==> src/i2cms_defs.svh <==
`ifndef I2CMS_DEFS_SVH
`define I2CMS_DEFS_SVH
// port mode-select encodings
`define I2CMS_MODE_W 4
`define I2CMS_MODE_MASTER 4'h8
`define I2CMS_MODE_FWMASTER 4'hB
// baud generator reload width and reset reload
`define I2CMS_BRG_W 8
`define I2CMS_BRG_RST 8'h00
// transmit buffer geometry
`define I2CMS_FIFO_DEPTH 4
`define I2CMS_DATA_W 8
// bit positions within a byte transfer
`define I2CMS_LAST_DATA_BIT 4'h7
`define I2CMS_ACK_BIT 4'h8
// condition step counts (last step index)
`define I2CMS_START_LAST 2'h1
`define I2CMS_RSTART_LAST 2'h3
`define I2CMS_STOP_LAST 2'h2
`endif

==> src/i2cms_pkg.sv <==
package i2cms_pkg;
  typedef enum logic [5:0] {
    ST_IDLE = 6'b00_0001,
    ST_START = 6'b00_0010,
    ST_RSTART = 6'b00_0100,
    ST_XFER = 6'b00_1000,
    ST_HOLD = 6'b01_0000,
    ST_STOP = 6'b10_0000
  } i2cms_state_type;

  // one sample of the two bus lines
  typedef struct packed {
    logic scl;
    logic sda;
  } i2cms_lines_type;

  // one-cycle command strobes from software
  typedef struct packed {
    logic start;
    logic rstart;
    logic stop;
    logic rcv;
  } i2cms_cmd_type;
endpackage

==> src/i2cms_fifo.sv <==
`timescale 1ns/10ps
`include "i2cms_defs.svh"
module i2cms_fifo import i2cms_pkg::*; #(
  parameter int W = `I2CMS_DATA_W,
  parameter int D = `I2CMS_FIFO_DEPTH
) (
  // clock and reset
  input wire logic clk,
  input wire logic rst,
  // filling side
  input wire logic in_valid,
  output logic in_ready,
  input wire logic [W-1:0] in_data,
  // draining side
  output logic out_valid,
  input wire logic out_ready,
  output logic [W-1:0] out_data
);
  localparam int AW = (D > 1) ? $clog2(D) : 1;
  logic [W-1:0] mem [D];
  logic [AW-1:0] wr_q, rd_q;
  logic [AW:0] cnt_q, cnt_d;
  logic ready_q;
  wire push = in_valid && ready_q;
  wire pop = out_valid && out_ready;

  function automatic logic [AW-1:0] wrap_inc(input logic [AW-1:0] p);
    wrap_inc = (p == AW'(D - 1)) ? '0 : p + 1'b1;
  endfunction

  assign cnt_d = cnt_q + (AW+1)'(push) - (AW+1)'(pop);
  assign in_ready = ready_q;
  assign out_valid = (cnt_q != '0);
  assign out_data = mem[rd_q];

  always_ff @(posedge clk) begin
    if (push) begin
      mem[wr_q] <= in_data;
    end
  end

  // ready is registered so the block's ready port comes from a flop
  always_ff @(posedge clk) begin
    if (rst) begin
      wr_q <= '0;
      rd_q <= '0;
      cnt_q <= '0;
      ready_q <= 1'b0;
    end else begin
      if (push) wr_q <= wrap_inc(wr_q);
      if (pop) rd_q <= wrap_inc(rd_q);
      cnt_q <= cnt_d;
      ready_q <= (cnt_d < (AW+1)'(D));
    end
  end
endmodule

==> src/i2cms_master.sv <==
`timescale 1ns/10ps
`include "i2cms_defs.svh"
module i2cms_master import i2cms_pkg::*; #(
  parameter int BRG_W = `I2CMS_BRG_W,
  parameter int FIFO_DEPTH = `I2CMS_FIFO_DEPTH
) (
  // clock and reset
  input wire logic sys_clk,
  input wire logic sys_rst,
  // configuration
  input wire logic [`I2CMS_MODE_W-1:0] port_mode_select,
  input wire logic port_enable_bit,
  input wire logic [BRG_W-1:0] brg_reload,
  input wire logic [6:0] target_addr,
  input wire logic read_dir,
  input wire logic ack_value,
  // commands
  input wire i2cms_cmd_type cmd,
  input wire logic irq_clr,
  input wire logic write_collision_flag_clr,
  // firmware-controlled line pulls
  input wire logic fw_sda_low,
  input wire logic fw_scl_low,
  // transmit data into the shift buffer
  input wire logic tx_valid,
  output logic tx_ready,
  input wire logic [`I2CMS_DATA_W-1:0] tx_data,
  // status
  output logic port_irq_flag,
  output logic write_collision_flag,
  output logic start_det,
  output logic stop_det,
  output logic busy,
  output logic ack_status,
  output logic [`I2CMS_DATA_W-1:0] rx_data,
  output logic rx_valid,
  // bus lines, output enable low while driving
  input wire i2cms_lines_type bus_in,
  output logic sda_o,
  output logic sda_oe_n,
  output logic scl_o,
  output logic scl_oe_n
);
  i2cms_state_type state_q, state_d;
  i2cms_lines_type lines_q;
  logic [BRG_W-1:0] brg_q;
  logic [1:0] step_q;
  logic [3:0] bit_q;
  logic half_q, rx_mode_q;
  logic [`I2CMS_DATA_W-1:0] shift_q;
  logic sda_low_q, scl_low_q, sda_oe_n_q, scl_oe_n_q;
  logic irq_q, write_collision_flag_q, sdet_q, pdet_q, ack_q, rxv_q, busy_q;
  logic [`I2CMS_DATA_W-1:0] rxd_q;
  logic fifo_valid, fifo_pop;
  logic [`I2CMS_DATA_W-1:0] fifo_data;

  // mode decode
  wire port_on = port_enable_bit;
  wire master_en = port_on && (port_mode_select == `I2CMS_MODE_MASTER);
  wire fw_en = port_on && (port_mode_select == `I2CMS_MODE_FWMASTER);

  // baud generator: one-cycle tick paces every bus step
  wire brg_run = master_en && (state_q != ST_IDLE || cmd.start);
  wire tick = brg_run && (brg_q == '0);

  // condition detection on the sampled lines
  wire start_edge = lines_q.scl && bus_in.scl && lines_q.sda && !bus_in.sda;
  wire stop_edge = lines_q.scl && bus_in.scl && !lines_q.sda && bus_in.sda;

  // a transmit write while a start is still being generated is dropped
  wire start_busy = master_en && (state_q == ST_START || state_q == ST_RSTART);
  wire tx_take = tx_valid && tx_ready;
  wire collide = tx_take && start_busy;
  wire fifo_push = tx_valid && !start_busy;

  // step completion strobes
  wire start_done = tick && state_q == ST_START && step_q == `I2CMS_START_LAST;
  wire rstart_done = tick && state_q == ST_RSTART && step_q == `I2CMS_RSTART_LAST;
  wire stop_done = tick && state_q == ST_STOP && step_q == `I2CMS_STOP_LAST;
  wire sample = tick && state_q == ST_XFER && half_q;
  wire byte_done = sample && bit_q == `I2CMS_LAST_DATA_BIT;
  wire ack_done = sample && bit_q == `I2CMS_ACK_BIT;
  wire hold_tx = state_q == ST_HOLD && fifo_valid && !cmd.rstart && !cmd.stop;
  wire hold_rx = state_q == ST_HOLD && cmd.rcv && !fifo_valid && !cmd.rstart && !cmd.stop;
  assign fifo_pop = master_en && hold_tx;

  // detection raises irq only when not sequencing as master
  wire det_irq = fw_en && (start_edge || stop_edge);
  wire seq_irq = master_en && (start_done || rstart_done || stop_done || byte_done || ack_done);
  wire irq_ev = det_irq || seq_irq;

  // address byte with direction in the lsb
  wire [`I2CMS_DATA_W-1:0] addr_byte = {target_addr, read_dir};

  always_comb begin
    state_d = state_q;
    if (!master_en) begin
      state_d = ST_IDLE;
    end else begin
      case (state_q)
        ST_IDLE: if (cmd.start) state_d = ST_START;
        ST_START: if (start_done) state_d = ST_XFER;
        ST_RSTART: if (rstart_done) state_d = ST_XFER;
        ST_XFER: if (ack_done) state_d = ST_HOLD;
        ST_HOLD: begin
          if (cmd.stop) state_d = ST_STOP;
          else if (cmd.rstart) state_d = ST_RSTART;
          else if (hold_tx || hold_rx) state_d = ST_XFER;
        end
        ST_STOP: if (stop_done) state_d = ST_IDLE;
        default: state_d = ST_IDLE;
      endcase
    end
  end

  always_ff @(posedge sys_clk) begin
    if (sys_rst) begin
      state_q <= ST_IDLE;
      lines_q <= '1;
    end else begin
      state_q <= state_d;
      lines_q <= bus_in;
    end
  end

  always_ff @(posedge sys_clk) begin
    if (sys_rst || !brg_run || tick) begin
      brg_q <= (sys_rst || !brg_run) ? BRG_W'(`I2CMS_BRG_RST) : brg_reload;
    end else begin
      brg_q <= brg_q - 1'b1;
    end
  end

  // step counter for start, repeated start and stop
  always_ff @(posedge sys_clk) begin
    if (sys_rst || state_q != state_d) begin
      step_q <= 2'h0;
    end else if (tick) begin
      step_q <= step_q + 2'h1;
    end
  end

  // line pulls while sequencing; only ever low, never driven high
  always_ff @(posedge sys_clk) begin
    if (sys_rst || !master_en) begin
      sda_low_q <= 1'b0;
      scl_low_q <= 1'b0;
    end else if (tick) begin
      case (state_q)
        ST_START: begin
          if (step_q == 2'h0) sda_low_q <= 1'b1;
          else scl_low_q <= 1'b1;
        end
        ST_RSTART: begin
          if (step_q == 2'h0) sda_low_q <= 1'b0;
          else if (step_q == 2'h1) scl_low_q <= 1'b0;
          else if (step_q == 2'h2) sda_low_q <= 1'b1;
          else scl_low_q <= 1'b1;
        end
        ST_STOP: begin
          if (step_q == 2'h0) sda_low_q <= 1'b1;
          else if (step_q == 2'h1) scl_low_q <= 1'b0;
          else sda_low_q <= 1'b0;
        end
        ST_XFER: begin
          if (!half_q) begin
            if (bit_q == `I2CMS_ACK_BIT) sda_low_q <= rx_mode_q && !ack_value;
            else sda_low_q <= !rx_mode_q && !shift_q[7];
            scl_low_q <= 1'b0;
          end else begin
            scl_low_q <= 1'b1;
          end
        end
        default: begin
          sda_low_q <= sda_low_q;
          scl_low_q <= scl_low_q;
        end
      endcase
    end
  end

  // byte engine: low half sets data, high half samples
  always_ff @(posedge sys_clk) begin
    if (sys_rst || !master_en) begin
      shift_q <= '0;
      bit_q <= 4'h0;
      half_q <= 1'b0;
      rx_mode_q <= 1'b0;
    end else if (start_done || rstart_done) begin
      shift_q <= addr_byte;
      bit_q <= 4'h0;
      half_q <= 1'b0;
      rx_mode_q <= 1'b0;
    end else if (state_d == ST_XFER && state_q == ST_HOLD) begin
      shift_q <= hold_tx ? fifo_data : '0;
      bit_q <= 4'h0;
      half_q <= 1'b0;
      rx_mode_q <= hold_rx;
    end else if (tick && state_q == ST_XFER) begin
      half_q <= !half_q;
      if (half_q) begin
        bit_q <= bit_q + 4'h1;
        if (bit_q != `I2CMS_ACK_BIT) shift_q <= {shift_q[6:0], bus_in.sda};
      end
    end
  end

  // pins: firmware mode hands the pulls to software
  always_ff @(posedge sys_clk) begin
    if (sys_rst) begin
      sda_oe_n_q <= 1'b1;
      scl_oe_n_q <= 1'b1;
    end else if (fw_en) begin
      sda_oe_n_q <= !fw_sda_low;
      scl_oe_n_q <= !fw_scl_low;
    end else begin
      sda_oe_n_q <= !(master_en && sda_low_q);
      scl_oe_n_q <= !(master_en && scl_low_q);
    end
  end

  // sticky flags: a set in the clearing cycle wins
  always_ff @(posedge sys_clk) begin
    if (sys_rst) begin
      irq_q <= 1'b0;
      write_collision_flag_q <= 1'b0;
    end else begin
      irq_q <= irq_ev || (irq_q && !irq_clr);
      write_collision_flag_q <= collide || (write_collision_flag_q && !write_collision_flag_clr);
    end
  end

  always_ff @(posedge sys_clk) begin
    if (sys_rst || !port_on) begin
      sdet_q <= 1'b0;
      pdet_q <= 1'b0;
    end else if (start_edge) begin
      sdet_q <= 1'b1;
      pdet_q <= 1'b0;
    end else if (stop_edge) begin
      sdet_q <= 1'b0;
      pdet_q <= 1'b1;
    end
  end

  always_ff @(posedge sys_clk) begin
    if (sys_rst) begin
      ack_q <= 1'b1;
      rxd_q <= '0;
      rxv_q <= 1'b0;
      busy_q <= 1'b0;
    end else begin
      if (ack_done && !rx_mode_q) ack_q <= bus_in.sda;
      if (byte_done && rx_mode_q) rxd_q <= {shift_q[6:0], bus_in.sda};
      rxv_q <= byte_done && rx_mode_q;
      busy_q <= state_d != ST_IDLE;
    end
  end

  // transmit buffer; it drains only as bytes go out, so a slow bus fills it
  i2cms_fifo #(
    .W(`I2CMS_DATA_W),
    .D(FIFO_DEPTH)
  ) u_txbuf (
    .clk(sys_clk),
    .rst(sys_rst),
    .in_valid(fifo_push),
    .in_ready(tx_ready),
    .in_data(tx_data),
    .out_valid(fifo_valid),
    .out_ready(fifo_pop),
    .out_data(fifo_data)
  );

  assign port_irq_flag = irq_q;
  assign write_collision_flag = write_collision_flag_q;
  assign start_det = sdet_q;
  assign stop_det = pdet_q;
  assign busy = busy_q;
  assign ack_status = ack_q;
  assign rx_data = rxd_q;
  assign rx_valid = rxv_q;
  assign sda_oe_n = sda_oe_n_q;
  assign scl_oe_n = scl_oe_n_q;
  assign sda_o = 1'b0;
  assign scl_o = 1'b0;
endmodule

==> config.mk <==
export PLATFORM = sky130hd
export DESIGN_NAME = i2cms_master
export DESIGN_NICKNAME = d
export VERILOG_FILES = /design/src/i2cms_pkg.sv /design/src/i2cms_fifo.sv /design/src/i2cms_master.sv
export VERILOG_INCLUDE_DIRS = /design/src
export SDC_FILE = /design/constraint.sdc
export NUM_CORES = 1
export LEC_CHECK = 0
export BUFFER_PORTS_ARGS = -buffer_cell sky130_fd_sc_hd__buf_4
export CAP_MARGIN = 40
export CORE_AREA = 2 2 118 120
export CTS_BUF_LIST = sky130_fd_sc_hd__clkbuf_16
export DETAILED_ROUTE_END_ITERATION = 8
export DIE_AREA = 0 0 120 122
export PLACE_DENSITY = 0.65
export SYNTH_ARGS = -nofsm -noshare
export SYNTH_HDL_FRONTEND = slang
export SYNTH_HIERARCHICAL = 1
export SYNTH_SLANG_ARGS = --single-unit
==> constraint.sdc <==
create_clock -name sys_clk -period 3.3 [get_ports sys_clk]
set_clock_uncertainty 0.15 [all_clocks]
set_input_delay 0.66 -clock sys_clk [delete_from_list [all_inputs] [get_ports sys_clk]]
set_output_delay 0.66 -clock sys_clk [all_outputs]
set_load 0.05 [all_outputs]
==> results.txt <==
The initial core utilization is 34.26%. Cells fill 41.70% of the core in the end. The number of primary I/O pins is 63.

The initial antenna violation count is 0, and the total setup violations reported at the end of the flow is 0. Worst voltage drop across the vdd grid: 0.0002617 V. The total routing usage reported by global routing came out at 15.76%. The worst slew margin relative to its limit came out at 61.93%.

The main combinational cell family by area after synthesis was simple AND/OR/NAND/NOR gates. Setup repair after global routing left no endpoint under its margin. The cell count after synthesis came out at 443. Max-slew violation total from the final report: 0. The number of hold-slack violations in the final timing report was 0. For the final sum of negative setup slack, the log shows 0 ns.

The analysis attributes to cell leakage a power of 0.002252 uW. Clock-pin slew was measured on the worst setup and hold paths at 0.07 ns. After detailed routing, the total wire length is 11070 um. Cell internal power was estimated by the tool at 1814 uW. In the finished design, the share of the clock period the worst path needs comes to 93.01%. After clock tree synthesis, the repair step resized 0 gates. The setup slack after layout was 0.2306 ns; the sequential area share after synthesis was 47.16%.

After clock tree synthesis, the flow added hold-fix buffers numbering 0. The switching fraction of total power is 24.63%. The tools report the critical path data arrival time as 3.15 ns. The startpoint identified for the worst register-to-register timing path is state_q[1]. The clock network fraction of total power came out at 42.9%. The min-delay analysis places its worst path in the category reg2reg. Clock latency on the worst-skew pair, taken at its later pin, is 0.35 ns. Actual slew at the worst max-slew pin: 0.5685 ns. After detailed routing, the average wire length per cell comes to 15.90 um. TritonCTS built the clock tree.

The initial detailed-routing violation count was 212; the time the worst path needs with I/O delays and setup was 3.069 ns. The number of nets in the layout was 570. After floorplanning, the core was divided into 43 placement rows. The run gives 5 as the total iterations of the first detailed-routing run. The number of global-route vias before repair is 3508, and the count of port buffers added during placement is 60. In the final layout, the share of cells above drive strength 1 is 23.64%. The minimum hold slack came out at 0.3233 ns.

Commonest non-fill, non-tap cell in the layout: sky130_fd_sc_hd__buf_4. In this run the worst path has a maximum fanout of 3. Traced cell by cell, the critical path runs through or4_4 > nor4_4 > and3_1 > o31a_1 > ha_1 > inv_1 > ha_1 > inv_1 > fa_1 > xnor3_1 > nor2b_1. The tools report the number of levels in the clock H-tree as 3.

The congestion estimate from routability-driven global placement came to 0.8768. OpenSTA, run right after detailed placement, puts the worst setup slack at 0.2307 ns. The net load switching power was 593.0 uW; the layout overhead on the synthesized area was 21.71%.

In the synthesized netlist, mux cells make up 6.842% of the area. The logs give 17950 um for the global-route wire length before repair and 6 for the total number of yosys warnings. The most critical setup path has its startpoint at state_q[1]. The maximum single-stage delay on the critical path is 0.56 ns, and the sequential power share is 50.7%. The tree is rooted in a sky130_fd_sc_hd__clkbuf_16.

Detailed routing inserted a total of 3675 vias. Main flop type after synthesis: sky130_fd_sc_hd__dfxtp_1. The post-synthesis sequential element count works out to 93. The repair_antennas step left the layout with diodes totalling 0. The mean area per synthesized cell was 10.44 sq um; the total number of clock tree sinks was 93. The maximum number of buffers from clock root to sink was 2. The logs give 0.3258 GHz for the top achievable clock speed and 0.01464 sq mm for the overall die area. Once the clock tree was built, the setup fixing pass inserted 0 buffers. Power per cell area: 427.4 mW/mm^2.

Buffer and inverter count on the worst path: 2. Once detail routing completed, the nets flagged for antenna violations numbered 0. After synthesis, the netlist uses 72 different library cells. The combined area of all synthesized cells came out at 0.004627 sq mm.

Using the TritonRoute via totals, the vias-per-cell ratio works out to 5.280. The die extent in y came out at 122 um. Number of enable flip-flop cells after synthesis: 32. Critical path endpoint category: a flop. Kind of cell with the highest combined delay on the critical path: simple AND/OR/NAND/NOR gates. Global routing finished with a remaining overflow of 0. The required time at the worst-slack endpoint was 3.38 ns; the number of remaining DRC errors was 0. The worst min-delay path startpoint was ack_status. The post-route cell area was 0.005632 sq mm; the simple-gate area share of the yosys netlist was 19.58%.

The critical path is of the reg2reg type. Entering global routing, the biggest net connects 31 pins. The top cell types in the final layout, fill and taps aside, are 80 x sky130_fd_sc_hd__buf_4, 61 x sky130_fd_sc_hd__dfxtp_1, 45 x sky130_fd_sc_hd__nor2_1, 32 x sky130_fd_sc_hd__edfxtp_1, 22 x sky130_fd_sc_hd__nand2_1. The run finished with clean final reports. From left edge to right edge, the die measures 120 um. The async set-reset flop share out of synthesis is 0%, and the post-synthesis compound-gate area fraction is 14.87%. Combinational cells account for 6.4% of the total power. The placed instances occupy a cell area of 0.005334 sq mm. Max-cap violations in this run came to 0. The slowest stage of the critical path is the sky130_fd_sc_hd__or4_4 cell. The synthesized-area fraction occupied by xor and xnor cells is 2.948%, and the core box area is 0.01350 sq mm. After Yosys synthesis, full adders, half adders and majority gates account for 4.489% of the synthesized area. The tools report the startpoint kind of the worst setup timing path as a flop. In this run, CTS created clock tree buffers numbering 9.

The HPWL after detailed placement is 8176 um.
==> per-layer routing <==
layer	GRT usage, %	up-vias	routed length, um
met1	19.69	1751	4815
met5	0	-	0
met3	4.167	15	737
li1	-	1778	-
met2	26.28	131	5325
met4	5.662	0	191
==> worst reg2reg max path, stage by stage, from the launching register on <==
cell and delay [ns]:
sky130_fd_sc_hd__dfxtp_1 0.32, sky130_fd_sc_hd__or4_4 0.56, sky130_fd_sc_hd__nor4_4 0.28, sky130_fd_sc_hd__and3_1 0.23, sky130_fd_sc_hd__o31a_1 0.23, sky130_fd_sc_hd__ha_1 0.25
sky130_fd_sc_hd__inv_1 0.06, sky130_fd_sc_hd__ha_1 0.13, sky130_fd_sc_hd__inv_1 0.05, sky130_fd_sc_hd__fa_1 0.37, sky130_fd_sc_hd__xnor3_1 0.19, sky130_fd_sc_hd__nor2b_1 0.14
==> synth_stat cells, drive strengths merged (11+ instances only) <==
master | count | area share [%]
nor2 | 45 | 3.7
and3 | 13 | 1.8
mux2i | 11 | 2.4
o21ai | 17 | 1.9
buf | 12 | 1.7
edfxtp | 32 | 21
clkbuf | 12 | 0.97
a211oi | 12 | 2.2
nor3 | 15 | 1.7
dfxtp | 61 | 26
a21oi | 19 | 2.1
nand2 | 22 | 1.8
ha | 15 | 4.1
inv | 17 | 1.4
==> through the flow <==
stage          instances  total power [uW]
4_1_cts              696              2438
3_3_place_gp         680              1394
6_report             696              2407
5_1_grt              696              2499
3_5_place_dp         680              1400
2_1_floorplan        444              1324
==> area by class of cell <==
type	instances	area (sq um)
Clock buffer	9	225.2
Clock inverter	7	72.57
Fill cell	1320	7873
Inverter	17	63.81
Multi-Input combinational cell	310	2262
Sequential cell	93	2182
Tap cell	180	225.2
Timing Repair Buffer	80	600.6
==> worst paths after layout <==
check	cells past startpoint	endpoint	slack [ns]
max reg2reg	11	u_txbuf/in_ready	0.23
min	1	ack_status	0.32
min reg2reg	1	ack_status	0.32
max	11	u_txbuf/in_ready	0.23
==> power groups by stage <==
stage	combinational, uW	clock, uW	sequential, uW
2_1_floorplan	73.0	0	1250
3_3_place_gp	150	0	1240
3_5_place_dp	154	0	1250
4_1_cts	155	1060	1220
5_1_grt	169	1110	1220
6_report	154	1030	1220
==> sequential cells by signal, indices dropped and copies added (netlist names), 2 cells and up, named ones only <==
name           flops
u_txbuf/mem       32
brg_q              8
rx_data            8
shift_q            8
state_q            6
bit_q              4
u_txbuf/cnt_q      3
lines_q            2
step_q             2
u_txbuf/rd_q       2
u_txbuf/wr_q       2
==> logic make-up after synthesis <==
family / after synthesis
XOR/XNOR: 14
buffers and inverters: 41
AO/OA/AOI/OAI: 96
flip-flops: 93
multiplexers: 20
AND/OR/NAND/NOR: 162
adder cells (fa/ha/maj): 16
other: 1
Power figures use the tool's default switching activity.
